[src/core/rcs_cfg.svh]
`ifndef RCS_CFG_SVH
`define RCS_CFG_SVH
// Notes on behaviour
// Ground select 1 uses analog ground pin.
// Analog ground applies in sampling and conversion.
// Temperature sensor sampling always uses chip ground; code uses analog ground if also converting without high-speed reference.
// High-speed reference forces chip ground converting; code uses analog ground if sampling of a non-temperature channel is also set.
// Reference select: pin, supply, digital, high-speed.
// Sensor disabled means high-impedance sensor output.
// Output enable powers and connects precision reference.
// Upper two reference bits read zero.
// Direction bit zero sources, one sinks.
// Range bit picks 1 uA or 8 uA steps.
// Current equals direction times step times count.
// Nonzero count activates; all zeros disables.
// Fine trim gates extra two-LSB source.
// Full trim equals low bits set 10.
// Trim source codes 000-101 select channels.
// Bit 7 enables fine trim where supported.
// Trim configuration bits 6-3 read zero.
// Reserved trim source keeps trim gate off.

// ----------------------------------------------------------------
// Register map
// ----------------------------------------------------------------
`define RCS_ADDR_CUR_CTRL 8'hb9
`define RCS_ADDR_TRIM_CFG 8'hb9
`define RCS_ADDR_REF_CTRL 8'hd1
`define RCS_PAGE_CUR_CTRL 4'h0
`define RCS_PAGE_TRIM_CFG 4'hf
`define RCS_PAGE_REF_CTRL 4'h0
`define RCS_RST_CUR_CTRL 8'h00
`define RCS_RST_TRIM_CFG 8'h00
`define RCS_RST_REF_CTRL 8'h18

// ----------------------------------------------------------------
// Field layout
// ----------------------------------------------------------------
`define RCS_REF_GND_BIT 5
`define RCS_REF_SEL_HI 4
`define RCS_REF_SEL_LO 3
`define RCS_REF_TEMP_BIT 2
`define RCS_REF_OE_BIT 0
`define RCS_REF_WMASK 8'h3d
`define RCS_CUR_DIR_BIT 7
`define RCS_CUR_RANGE_BIT 6
`define RCS_CUR_CNT_HI 5
`define RCS_TRIM_EN_BIT 7
`define RCS_TRIM_SS_HI 2
`define RCS_TRIM_WMASK 8'h87
`define RCS_TRIM_LAST_SRC 3'h5
`define RCS_STEP_SHIFT_HI 3
`define RCS_CUR_CNT_LO 0
`define RCS_TRIM_SS_LO 0
`define RCS_TRIM_NOEN_MASK 8'h7f
`define RCS_CUR_WMASK 8'hff
`define RCS_RDATA_IDLE 8'h00
`define RCS_CNT_ZERO 6'h00
`define RCS_REG_W 8
`endif

[src/core/rcs_pkg.sv]
package rcs_pkg;

  typedef enum logic [1:0] {
    RCS_VREF_PIN,
    RCS_VREF_SUPPLY,
    RCS_VREF_DIGITAL,
    RCS_VREF_FAST
  } rcs_vref_t;

  typedef struct packed {
    logic [7:0] addr;
    logic [3:0] page;
    logic wr;
    logic rd;
    logic [7:0] wdata;
  } rcs_sfr_req_t;

  typedef struct packed {
    logic sampling;
    logic converting;
    logic temp_channel;
  } rcs_conv_phase_t;

  typedef struct packed {
    logic analog_ground_select;
    rcs_vref_t voltage_source_select;
    logic thermal_sensor_enable;
    logic precision_ref_output_enable;
    logic use_analog_ground;
  } rcs_ref_out_t;

  typedef struct packed {
    logic sink;
    logic current_range_select;
    logic [5:0] current_step_count;
    logic active;
    logic trim_gate;
    logic [8:0] current_ua;
  } rcs_cur_out_t;

endpackage

[src/core/rcs_ref_current_ctrl.sv]
`timescale 1ns/1ns
`include "rcs_cfg.svh"

// ----------------------------------------------------------------
// Masked control register
// ----------------------------------------------------------------
module rcs_masked_reg #(
  parameter int WIDTH = 8,
  parameter logic [WIDTH-1:0] RESET_VAL = '0,
  parameter logic [WIDTH-1:0] WRITE_MASK = '1
) (
  // Clock and reset.
  input wire logic core_clk,
  input wire logic rst_n,
  // Write port.
  input wire logic wr_en,
  input wire logic [WIDTH-1:0] wdata,
  // Stored value.
  output logic [WIDTH-1:0] value
);

  logic [WIDTH-1:0] value_reg;
  logic [WIDTH-1:0] value_next;

  always_comb begin
    value_next = value_reg;
    if (wr_en) begin
      value_next = wdata & WRITE_MASK;
    end
  end

  always_ff @(posedge core_clk or negedge rst_n) begin
    if (!rst_n) begin
      value_reg <= RESET_VAL & WRITE_MASK;
    end else begin
      value_reg <= value_next;
    end
  end

  assign value = value_reg;

endmodule

module rcs_ref_current_ctrl #(
  parameter bit TRIM_SUPPORTED = 1'b1,
  parameter int NUM_CHANNELS = 6
) (
  // Clock and reset.
  input wire logic core_clk,
  input wire logic rst_n,
  // Special-function register port.
  input wire rcs_pkg::rcs_sfr_req_t sfr_req,
  output logic [7:0] sfr_rdata,
  // Converter phase indications.
  input wire rcs_pkg::rcs_conv_phase_t conv_phase,
  // Timer array channel outputs.
  input wire logic [NUM_CHANNELS-1:0] timer_channel_output,
  // Analog controls.
  output rcs_pkg::rcs_ref_out_t ref_out,
  output rcs_pkg::rcs_cur_out_t cur_out
);
  import rcs_pkg::*;

  localparam logic [7:0] TRIM_MASK = TRIM_SUPPORTED ? `RCS_TRIM_WMASK :
                                     (`RCS_TRIM_WMASK & `RCS_TRIM_NOEN_MASK);

  logic [7:0] ref_ctrl_reg;
  logic [7:0] cur_ctrl_reg;
  logic [7:0] trim_cfg_reg;
  logic hit_ref;
  logic hit_cur;
  logic hit_trim;
  logic wr_ref;
  logic wr_cur;
  logic wr_trim;
  logic [7:0] rdata_next;
  logic [7:0] rdata_reg;
  rcs_vref_t vref_sel;
  logic use_agnd_next;
  logic gnd_sel_reg;
  rcs_vref_t vref_sel_reg;
  logic temp_en_reg;
  logic prec_oe_reg;
  logic use_agnd_reg;
  logic [2:0] trim_src;
  logic trim_src_legal;
  logic [5:0] step_count;
  logic trim_next;
  logic active_next;
  logic [8:0] ua_next;
  logic sink_reg;
  logic range_reg;
  logic [5:0] step_count_reg;
  logic active_reg;
  logic trim_gate_reg;
  logic [8:0] ua_reg;

  // ----------------------------------------------------------------
  // Address decode
  // ----------------------------------------------------------------
  assign hit_ref = sfr_req.addr == `RCS_ADDR_REF_CTRL &&
                   sfr_req.page == `RCS_PAGE_REF_CTRL;
  assign hit_cur = sfr_req.addr == `RCS_ADDR_CUR_CTRL &&
                   sfr_req.page == `RCS_PAGE_CUR_CTRL;
  assign hit_trim = sfr_req.addr == `RCS_ADDR_TRIM_CFG &&
                    sfr_req.page == `RCS_PAGE_TRIM_CFG;
  assign wr_ref = sfr_req.wr && hit_ref;
  assign wr_cur = sfr_req.wr && hit_cur;
  assign wr_trim = sfr_req.wr && hit_trim;

  // ----------------------------------------------------------------
  // Control registers
  // ----------------------------------------------------------------
  rcs_masked_reg #(
    .WIDTH(`RCS_REG_W),
    .RESET_VAL(`RCS_RST_REF_CTRL),
    .WRITE_MASK(`RCS_REF_WMASK)
  ) u_ref_ctrl (
    .core_clk(core_clk),
    .rst_n(rst_n),
    .wr_en(wr_ref),
    .wdata(sfr_req.wdata),
    .value(ref_ctrl_reg)
  );

  rcs_masked_reg #(
    .WIDTH(`RCS_REG_W),
    .RESET_VAL(`RCS_RST_CUR_CTRL),
    .WRITE_MASK(`RCS_CUR_WMASK)
  ) u_cur_ctrl (
    .core_clk(core_clk),
    .rst_n(rst_n),
    .wr_en(wr_cur),
    .wdata(sfr_req.wdata),
    .value(cur_ctrl_reg)
  );

  rcs_masked_reg #(
    .WIDTH(`RCS_REG_W),
    .RESET_VAL(`RCS_RST_TRIM_CFG),
    .WRITE_MASK(TRIM_MASK)
  ) u_trim_cfg (
    .core_clk(core_clk),
    .rst_n(rst_n),
    .wr_en(wr_trim),
    .wdata(sfr_req.wdata),
    .value(trim_cfg_reg)
  );

  // ----------------------------------------------------------------
  // Register reads
  // ----------------------------------------------------------------
  always_comb begin
    rdata_next = rdata_reg;
    if (sfr_req.rd) begin
      rdata_next = `RCS_RDATA_IDLE;
      if (hit_ref) begin
        rdata_next = ref_ctrl_reg;
      end else if (hit_cur) begin
        rdata_next = cur_ctrl_reg;
      end else if (hit_trim) begin
        rdata_next = trim_cfg_reg;
      end
    end
  end

  always_ff @(posedge core_clk or negedge rst_n) begin
    if (!rst_n) begin
      rdata_reg <= `RCS_RDATA_IDLE;
    end else begin
      rdata_reg <= rdata_next;
    end
  end

  assign sfr_rdata = rdata_reg;

  // ----------------------------------------------------------------
  // Ground and voltage reference routing
  // ----------------------------------------------------------------
  always_comb begin
    use_agnd_next = 1'b0;
    if (ref_ctrl_reg[`RCS_REF_GND_BIT]) begin
      if (conv_phase.sampling && !conv_phase.temp_channel) begin
        use_agnd_next = 1'b1;
      end
      if (conv_phase.converting &&
          rcs_vref_t'(ref_ctrl_reg[`RCS_REF_SEL_HI:`RCS_REF_SEL_LO]) !=
          RCS_VREF_FAST) begin
        use_agnd_next = 1'b1;
      end
    end
  end

  assign vref_sel =
    rcs_vref_t'(ref_ctrl_reg[`RCS_REF_SEL_HI:`RCS_REF_SEL_LO]);

  // ----------------------------------------------------------------
  // Reference output registers
  // ----------------------------------------------------------------
  always_ff @(posedge core_clk or negedge rst_n) begin
    if (!rst_n) begin
      gnd_sel_reg <= '0;
    end else begin
      gnd_sel_reg <= ref_ctrl_reg[`RCS_REF_GND_BIT];
    end
  end

  always_ff @(posedge core_clk or negedge rst_n) begin
    if (!rst_n) begin
      vref_sel_reg <= RCS_VREF_PIN;
    end else begin
      vref_sel_reg <= vref_sel;
    end
  end

  always_ff @(posedge core_clk or negedge rst_n) begin
    if (!rst_n) begin
      temp_en_reg <= '0;
    end else begin
      temp_en_reg <= ref_ctrl_reg[`RCS_REF_TEMP_BIT];
    end
  end

  always_ff @(posedge core_clk or negedge rst_n) begin
    if (!rst_n) begin
      prec_oe_reg <= '0;
    end else begin
      prec_oe_reg <= ref_ctrl_reg[`RCS_REF_OE_BIT];
    end
  end

  always_ff @(posedge core_clk or negedge rst_n) begin
    if (!rst_n) begin
      use_agnd_reg <= '0;
    end else begin
      use_agnd_reg <= use_agnd_next;
    end
  end

  // ----------------------------------------------------------------
  // Current reference and fine trim
  // ----------------------------------------------------------------
  assign trim_src = trim_cfg_reg[`RCS_TRIM_SS_HI:`RCS_TRIM_SS_LO];
  assign step_count = cur_ctrl_reg[`RCS_CUR_CNT_HI:`RCS_CUR_CNT_LO];
  assign trim_src_legal = trim_src <= `RCS_TRIM_LAST_SRC;

  always_comb begin
    trim_next = 1'b0;
    if (trim_cfg_reg[`RCS_TRIM_EN_BIT] && trim_src_legal) begin
      trim_next = timer_channel_output[trim_src];
    end
  end

  assign active_next = step_count != `RCS_CNT_ZERO;

  always_comb begin
    ua_next = {`RCS_STEP_SHIFT_HI'(0), step_count};
    if (cur_ctrl_reg[`RCS_CUR_RANGE_BIT]) begin
      ua_next = {step_count, `RCS_STEP_SHIFT_HI'(0)};
    end
  end

  // ----------------------------------------------------------------
  // Current output registers
  // ----------------------------------------------------------------
  always_ff @(posedge core_clk or negedge rst_n) begin
    if (!rst_n) begin
      sink_reg <= '0;
    end else begin
      sink_reg <= cur_ctrl_reg[`RCS_CUR_DIR_BIT];
    end
  end

  always_ff @(posedge core_clk or negedge rst_n) begin
    if (!rst_n) begin
      range_reg <= '0;
    end else begin
      range_reg <= cur_ctrl_reg[`RCS_CUR_RANGE_BIT];
    end
  end

  always_ff @(posedge core_clk or negedge rst_n) begin
    if (!rst_n) begin
      step_count_reg <= `RCS_CNT_ZERO;
    end else begin
      step_count_reg <= step_count;
    end
  end

  always_ff @(posedge core_clk or negedge rst_n) begin
    if (!rst_n) begin
      active_reg <= '0;
    end else begin
      active_reg <= active_next;
    end
  end

  always_ff @(posedge core_clk or negedge rst_n) begin
    if (!rst_n) begin
      trim_gate_reg <= '0;
    end else begin
      trim_gate_reg <= trim_next;
    end
  end

  always_ff @(posedge core_clk or negedge rst_n) begin
    if (!rst_n) begin
      ua_reg <= '0;
    end else begin
      ua_reg <= ua_next;
    end
  end

  // ----------------------------------------------------------------
  // Output assembly
  // ----------------------------------------------------------------
  assign ref_out = '{
    analog_ground_select: gnd_sel_reg,
    voltage_source_select: vref_sel_reg,
    thermal_sensor_enable: temp_en_reg,
    precision_ref_output_enable: prec_oe_reg,
    use_analog_ground: use_agnd_reg
  };

  assign cur_out = '{
    sink: sink_reg,
    current_range_select: range_reg,
    current_step_count: step_count_reg,
    active: active_reg,
    trim_gate: trim_gate_reg,
    current_ua: ua_reg
  };

endmodule
[config.mk]
export PLATFORM = sky130hd
export DESIGN_NAME = rcs_ref_current_ctrl
export DESIGN_NICKNAME = d
export VERILOG_FILES = /design/src/core/rcs_pkg.sv /design/src/core/rcs_ref_current_ctrl.sv
export VERILOG_INCLUDE_DIRS = /design/src /design/src/core
export SDC_FILE = /design/constraint.sdc
export NUM_CORES = 1
export LEC_CHECK = 0
export ABC_AREA = 1
export CORE_AREA = 2 2 63 65
export CTS_CLUSTER_SIZE = 12
export DETAILED_ROUTE_END_ITERATION = 7
export DIE_AREA = 0 0 65 67
export DONT_BUFFER_PORTS = 1
export PLACE_DENSITY = 0.72
export SLEW_MARGIN = 0
export SYNTH_ARGS = -nofsm -noshare
export SYNTH_HDL_FRONTEND = slang
export SYNTH_SLANG_ARGS = --single-unit
[constraint.sdc]
create_clock -name core_clk -period 1.05 [get_ports core_clk]
set_input_delay 0 -clock core_clk [delete_from_list [all_inputs] [get_ports core_clk]]
set_output_delay 0 -clock core_clk [all_outputs]
set_load 0.02 [all_outputs]
# Word level (Yosys, flattened, before mapping)
# Cells that the tools add are included.
totals:
  latch_bits: 0
  elab_cells: 43
  mem_bits_rw: 0
  memories: 0
  out_inout_bits: 33
  romBits: 0
  regBits: 50
op_classes:
  multipliers: 0
  n_eq_ne: 4
  reduce_logical: 12
  shifts: 0
  div: 0
  magnitude_cmp: 2
  bitwise_logic: 0
  muxes: 10
  add_sub_neg: 0
op_table:
  columns: ["cell", "n"]
  rows:
  - ["$mux 8", 3]
  - ["$eq 8x8->1 const B", 2]
  - ["$logic_and 1x1->1", 9]
  - ["$mux 9", 1]
  - ["$reduce_bool 6->1", 1]
  - ["$mux 1", 5]
  - ["$eq 4x4->1 const B", 1]
  - ["$logic_not 4->1", 1]
  - ["$lt 3x4->1 const B", 1]
  - ["$bmux 1 s3", 1]
  - ["$le 3x3->1 const B", 1]
  - ["$ne 2x2->1 const B", 1]
  - ["$logic_not 1->1", 1]

# Depth between registers and ports, before layout
logic_depth:
  word_depth: 5
  ltp_mapped: 9
  ltp_nobuf: 9

# By module
# From an unflattened synthesis, not the netlist that was laid out.
hier_totals:
  hier_cells: 273
  hier_area_um2: 2302.2
by_module_without_submodules:
  columns: ["mod", "cells_per_inst", "area_per_inst_um2", "n_inst"]
  rows:
  - ["rcs_ref_current_ctrl", 192, 1600.3, 1]
  - ["rcs_masked_reg (u_cur_ctrl)", 34, 305.3, 1]
  - ["rcs_masked_reg (u_ref_ctrl)", 25, 214.0, 1]
  - ["rcs_masked_reg (u_trim_cfg)", 22, 182.7, 1]

# Least setup slack after synthesis
# OpenSTA, ideal clock, no wires.
synth_timing:
  kind: "flip-flop to flip-flop"
  startpoint: "register u_trim_cfg.value_reg[0], in the netlist u_trim_cfg.value[0]"
  endpoint: "register trim_gate_reg"
  setup_slack_ns: 0.140
  stages_incl_launch_ff: 6
  setup_time_ns: 0.084
  arrival_ns: 0.826
  period_less_slack_ns: 0.910
  cell_sequence: "dfrtp_1 > inv_1 > nor2_1 > o21ai_0 > nand2_1 > a21boi_0"
synth_between:
  elab_chain_cells: 3
  elab_cells_between_ends: 5
  cone_classes: "1 x order compare; 3 x mux; 1 x reduce/logical"
synth_rtl:
  columns: ["item", "line_no", "source"]
  rows:
  - ["from (decl)", "rcs_ref_current_ctrl.sv:22", "logic [WIDTH-1:0] value_reg;"]
  - ["from (signal assigned)", "rcs_ref_current_ctrl.sv:34", "value_reg <= RESET_VAL & WRITE_MASK;"]
  - ["from (signal assigned)", "rcs_ref_current_ctrl.sv:36", "value_reg <= value_next;"]
  - ["$bmux 1 s3 or $le 3x3->1 (tied branches)", null, null]
  - ["$mux 1 (implied by the code) or $logic_and 1x1->1 (tied branches)", "rcs_ref_current_ctrl.sv:250, rcs_ref_current_ctrl.sv:249", null]
  - ["$mux 1 *", "rcs_ref_current_ctrl.sv:249", "if (trim_cfg_reg[`RCS_TRIM_EN_BIT] && trim_src_legal) begin"]
  - ["named net trim_next", "rcs_ref_current_ctrl.sv:88", "logic trim_next;"]
  - ["to (signal assigned)", "rcs_ref_current_ctrl.sv:302", "trim_gate_reg <= trim_next;"]
  - ["to (decl)", "rcs_ref_current_ctrl.sv:95", "logic trim_gate_reg;"]
# The timed path passes the listed nets; every way through them passes the cells marked *. The select of a mux whose other input is x is not followed.
# A chain may end at the register's enable or synchronous reset.

==> impl_results.md <==
- Outcome: complete, but fails checks
- Failing checks: hold timing
- Max Cap Violations: 0
- Reg2reg setup slack: about 0.07 ns
- Post-synth ARST share: 1.00
- Initial antenna violation count: 0
- Clk sinks: 50
- Syn Nets: 264
- Rows: 22
- IR drop worst, VDD: 0.589 mV
- Unrepaired setup endpoints after global routing: true
- Placed cells: ~280
- Die Ht: 67 um
- Largest family of logic cells by synthesized area: simple AND/OR/NAND/NOR gates
- Dpl ws: around 0.019 ns
- Final setup viols: 0
- CTS buffer count: 5
- Gate Count Post-Synth: 231
- Largest register FFs: 9
- Max-slew violations: 0
- Fmax: 992 MHz
- Fraction of layout cells with a size suffix above 1: 0.181
- WL final: 4.03 mm
- Final cell count without fillers: 302
- Design area: roughly 2400 sq um
- Core box area: between 3000 and 4000 sq um
- Fin crit period: 1.01 ns
- Fin Clk Skew: around 0.0084 ns
- Synthesis-to-finish area growth: 14.8%
- Rel. slew slack: 0.715
- Routed vias: ~1500
- Synth top area share: 0.563
- Initial core utilization: 0.592
- Fin Hold WS: -0.615 ns
- Crit path max fanout: 1
- Total Routing Usage GR: 0.203
- Sequential fraction of the synthesis area: 0.588
- Post-synthesis mux area share: 0
- Drt wl/cell: 13.4 um
- CTS tree: built
- DP Area: around 2200 sq um
- Arrival time worst endpoint: 1.21 ns
- Endpoint class of the critical path: flop
- Final worst slack: between 0.04 and 0.05 ns
- Port Buffers: 0
- Slew @ Worst Pin: 0.428 ns
- Syn avg cell area: 9.24 sq um
- Most used DFF post-synth: dfrtp_1
- Leak: 1.28 nW
- Netlist Area Pre-Place: 2130 sq um
- Clk slew on worst S/H paths: roughly 0.090 ns
- Number of global-route vias before repair: 1514
- PD cells: between 1000 and 1500 nW/um^2
- Gpl congestion: around 0.77
- Worst-skew pair later-pin latency: 0.30 ns
- Synth cell types: 25
- Largest net degree at the start of global routing: 51
- Synth top area cells: dfrtp_1 (56%), nand2_1 (12%), inv_1 (5.1%)
- Post-route antenna net violation count: 0
- Final cycle utilization of the critical path: 0.960
- H-tree depth: 2
- Post-DP HPWL: 2.88 mm
- Die area: 4360 sq um
- Worst EP required: 1.25 ns
- Reg2Reg Capture Point: sfr_rdata[2]
- Post-Route Utilization: 0.679
- TritonRoute pass-1 iters: 4
- Depth of the most critical reg-to-reg path: 5
- Initial DRC Count: 147
- Ant. Diodes: 0
- Fillers: 307
- Type of the worst setup path: in -> reg
- XOR/XNOR Fraction of Synth Area: 0
- Gr ovfl total: 0
- Post-Synth Adder-Cell Area: 0
- Simple-Gate Fraction of Synth Area: 0.234
- Syn. warnings: 0
- Reg-to-Reg Start: u_trim_cfg.value[2]
- # DRC: 0
- Via density: 5.07
- Clk buf depth: 2
- Post-synthesis compound-gate area fraction: 0.0815
- Cell taking the most area after synthesis: dfrtp_1
- Critical Path Start Type: input pin
- Die X-Extent: 65 um
- #FFs+latches synth: 50
- I/O pins: 66
- EDFF count, synth: 0
- Global-route wire length before repair: 6.60 mm
- Final #Nets: 287
- Final Hold Vio Count: 51
- HP Class: in -> async
- Root Driver: clkbuf_8
- Hold_buf cts: 16
-- cells by family (layout without fill, tap and decap cells) --
family	Yosys count	after routing
flops	50	50
compound gates	29	29
simple gates	107	107
buf+inv	45	68
-- power breakdown --
part           switching [mW]  total (mW)  internal (mW)
clock                   0.602        1.06          0.460
sequential             0.0189        1.96           1.94
combinational          0.0900       0.168         0.0783
-- final cells by class --
cell class	instances	area, sq um	area share
flip-flops and latches	50	1250	0.512
well taps	48	60.1	0.0245
clock inverters	2	13.8	0.00562
repair buffers	27	243	0.0991
clock buffers	5	68.8	0.0281
multi-input cells	136	683	0.279
inverters	34	128	0.0521
-- metal layers --
layer  vias up  share of wire  GRT usage
met4         0          0.019     0.0904
met1       723           0.42      0.233
met2        54           0.50      0.353
li1        748              -          -
met3         7          0.057     0.0574
met5         -              0          0
-- cells in the mapped netlist, types with 2 or more instances --
master / count
nor2_4: 3
nand2_4: 2
inv_2: 5
o21ai_1: 4
buf_4: 8
o21ai_0: 16
inv_1: 29
dfrtp_1: 48
nor2_1: 17
nand2_2: 2
nand3_2: 2
nand3_1: 6
nand4_1: 4
nand2_1: 66
a21oi_2: 3
dfstp_2: 2
nor2_2: 2
clkbuf_1: 2
o21ai_2: 4
-- through the flow --
step,setup TNS [ns],hold slack [ns],power (mW)
3_5_place_dp,0,-0.294,2.11
5_1_grt,-0.0113,-0.634,3.30
4_1_cts,0,-0.627,3.22
2_1_floorplan,0,-0.296,2.09
6_report,0,-0.615,3.19
3_3_place_gp,0,-0.295,2.11
-- cell usage in the layout (no fill, tap or decap) --
cell type / Yosys / layout
nand3_2: 2 / 2
o21ai_2: 4 / 4
o21ai_0: 16 / 13
nor2_2: 2 / 1
nor3_2: 0 / 1
inv_1: 29 / 28
nor2_4: 3 / 4
clkinv_2: 0 / 1
nor2_1: 17 / 17
nand2_1: 66 / 66
dfrtp_1: 48 / 48
clkbuf_8: 0 / 5
nand4_1: 4 / 4
o21ai_1: 4 / 7
a21boi_1: 0 / 1
nand3_1: 6 / 6
dlygate4sd3_1: 0 / 16
nor2_8: 1 / 1
a21oi_1: 1 / 1
inv_6: 0 / 1
dfstp_2: 2 / 2
a21oi_2: 3 / 3
nand2_4: 2 / 2
nand2_2: 2 / 2
nor4_1: 1 / 1
buf_4: 8 / 11
inv_2: 5 / 6
-- critical path, cell delays in order --
cell           delay [ns]
dlygate4sd3_1        0.54
nand3_1              0.08
dlygate4sd3_1        0.54
nand2_1              0.05
-- repair_timing --
item,4_1_cts,5_1_grt
endpoints found under the setup margin,1,6
hold endpoints to repair,74,50
pin swaps,0,0
gates resized for setup,0,7
setup buffers,2,0
-- worst max path at each step --
| stage | from | endpoint | slack, ns | cells after the start |
|---|---|---|---|---|
| after floorplan | u_trim_cfg.value[0] | trim_gate_reg | 0.14 | 5 |
| after global placement | u_trim_cfg.value[2] | trim_gate_reg | 0.08 | 5 |
| after detailed placement | u_trim_cfg.value[0] | trim_gate_reg | 0.02 | 6 |
| after CTS | u_trim_cfg.value[0] | trim_gate_reg | 0.02 | 6 |
| after global routing | u_trim_cfg.value[2] | trim_gate_reg | -0.01 | 6 |
| final | sfr_req[6] | u_cur_ctrl.value[6] | 0.04 | 4 |
No activity file was read; power rests on OpenSTA's default activity.
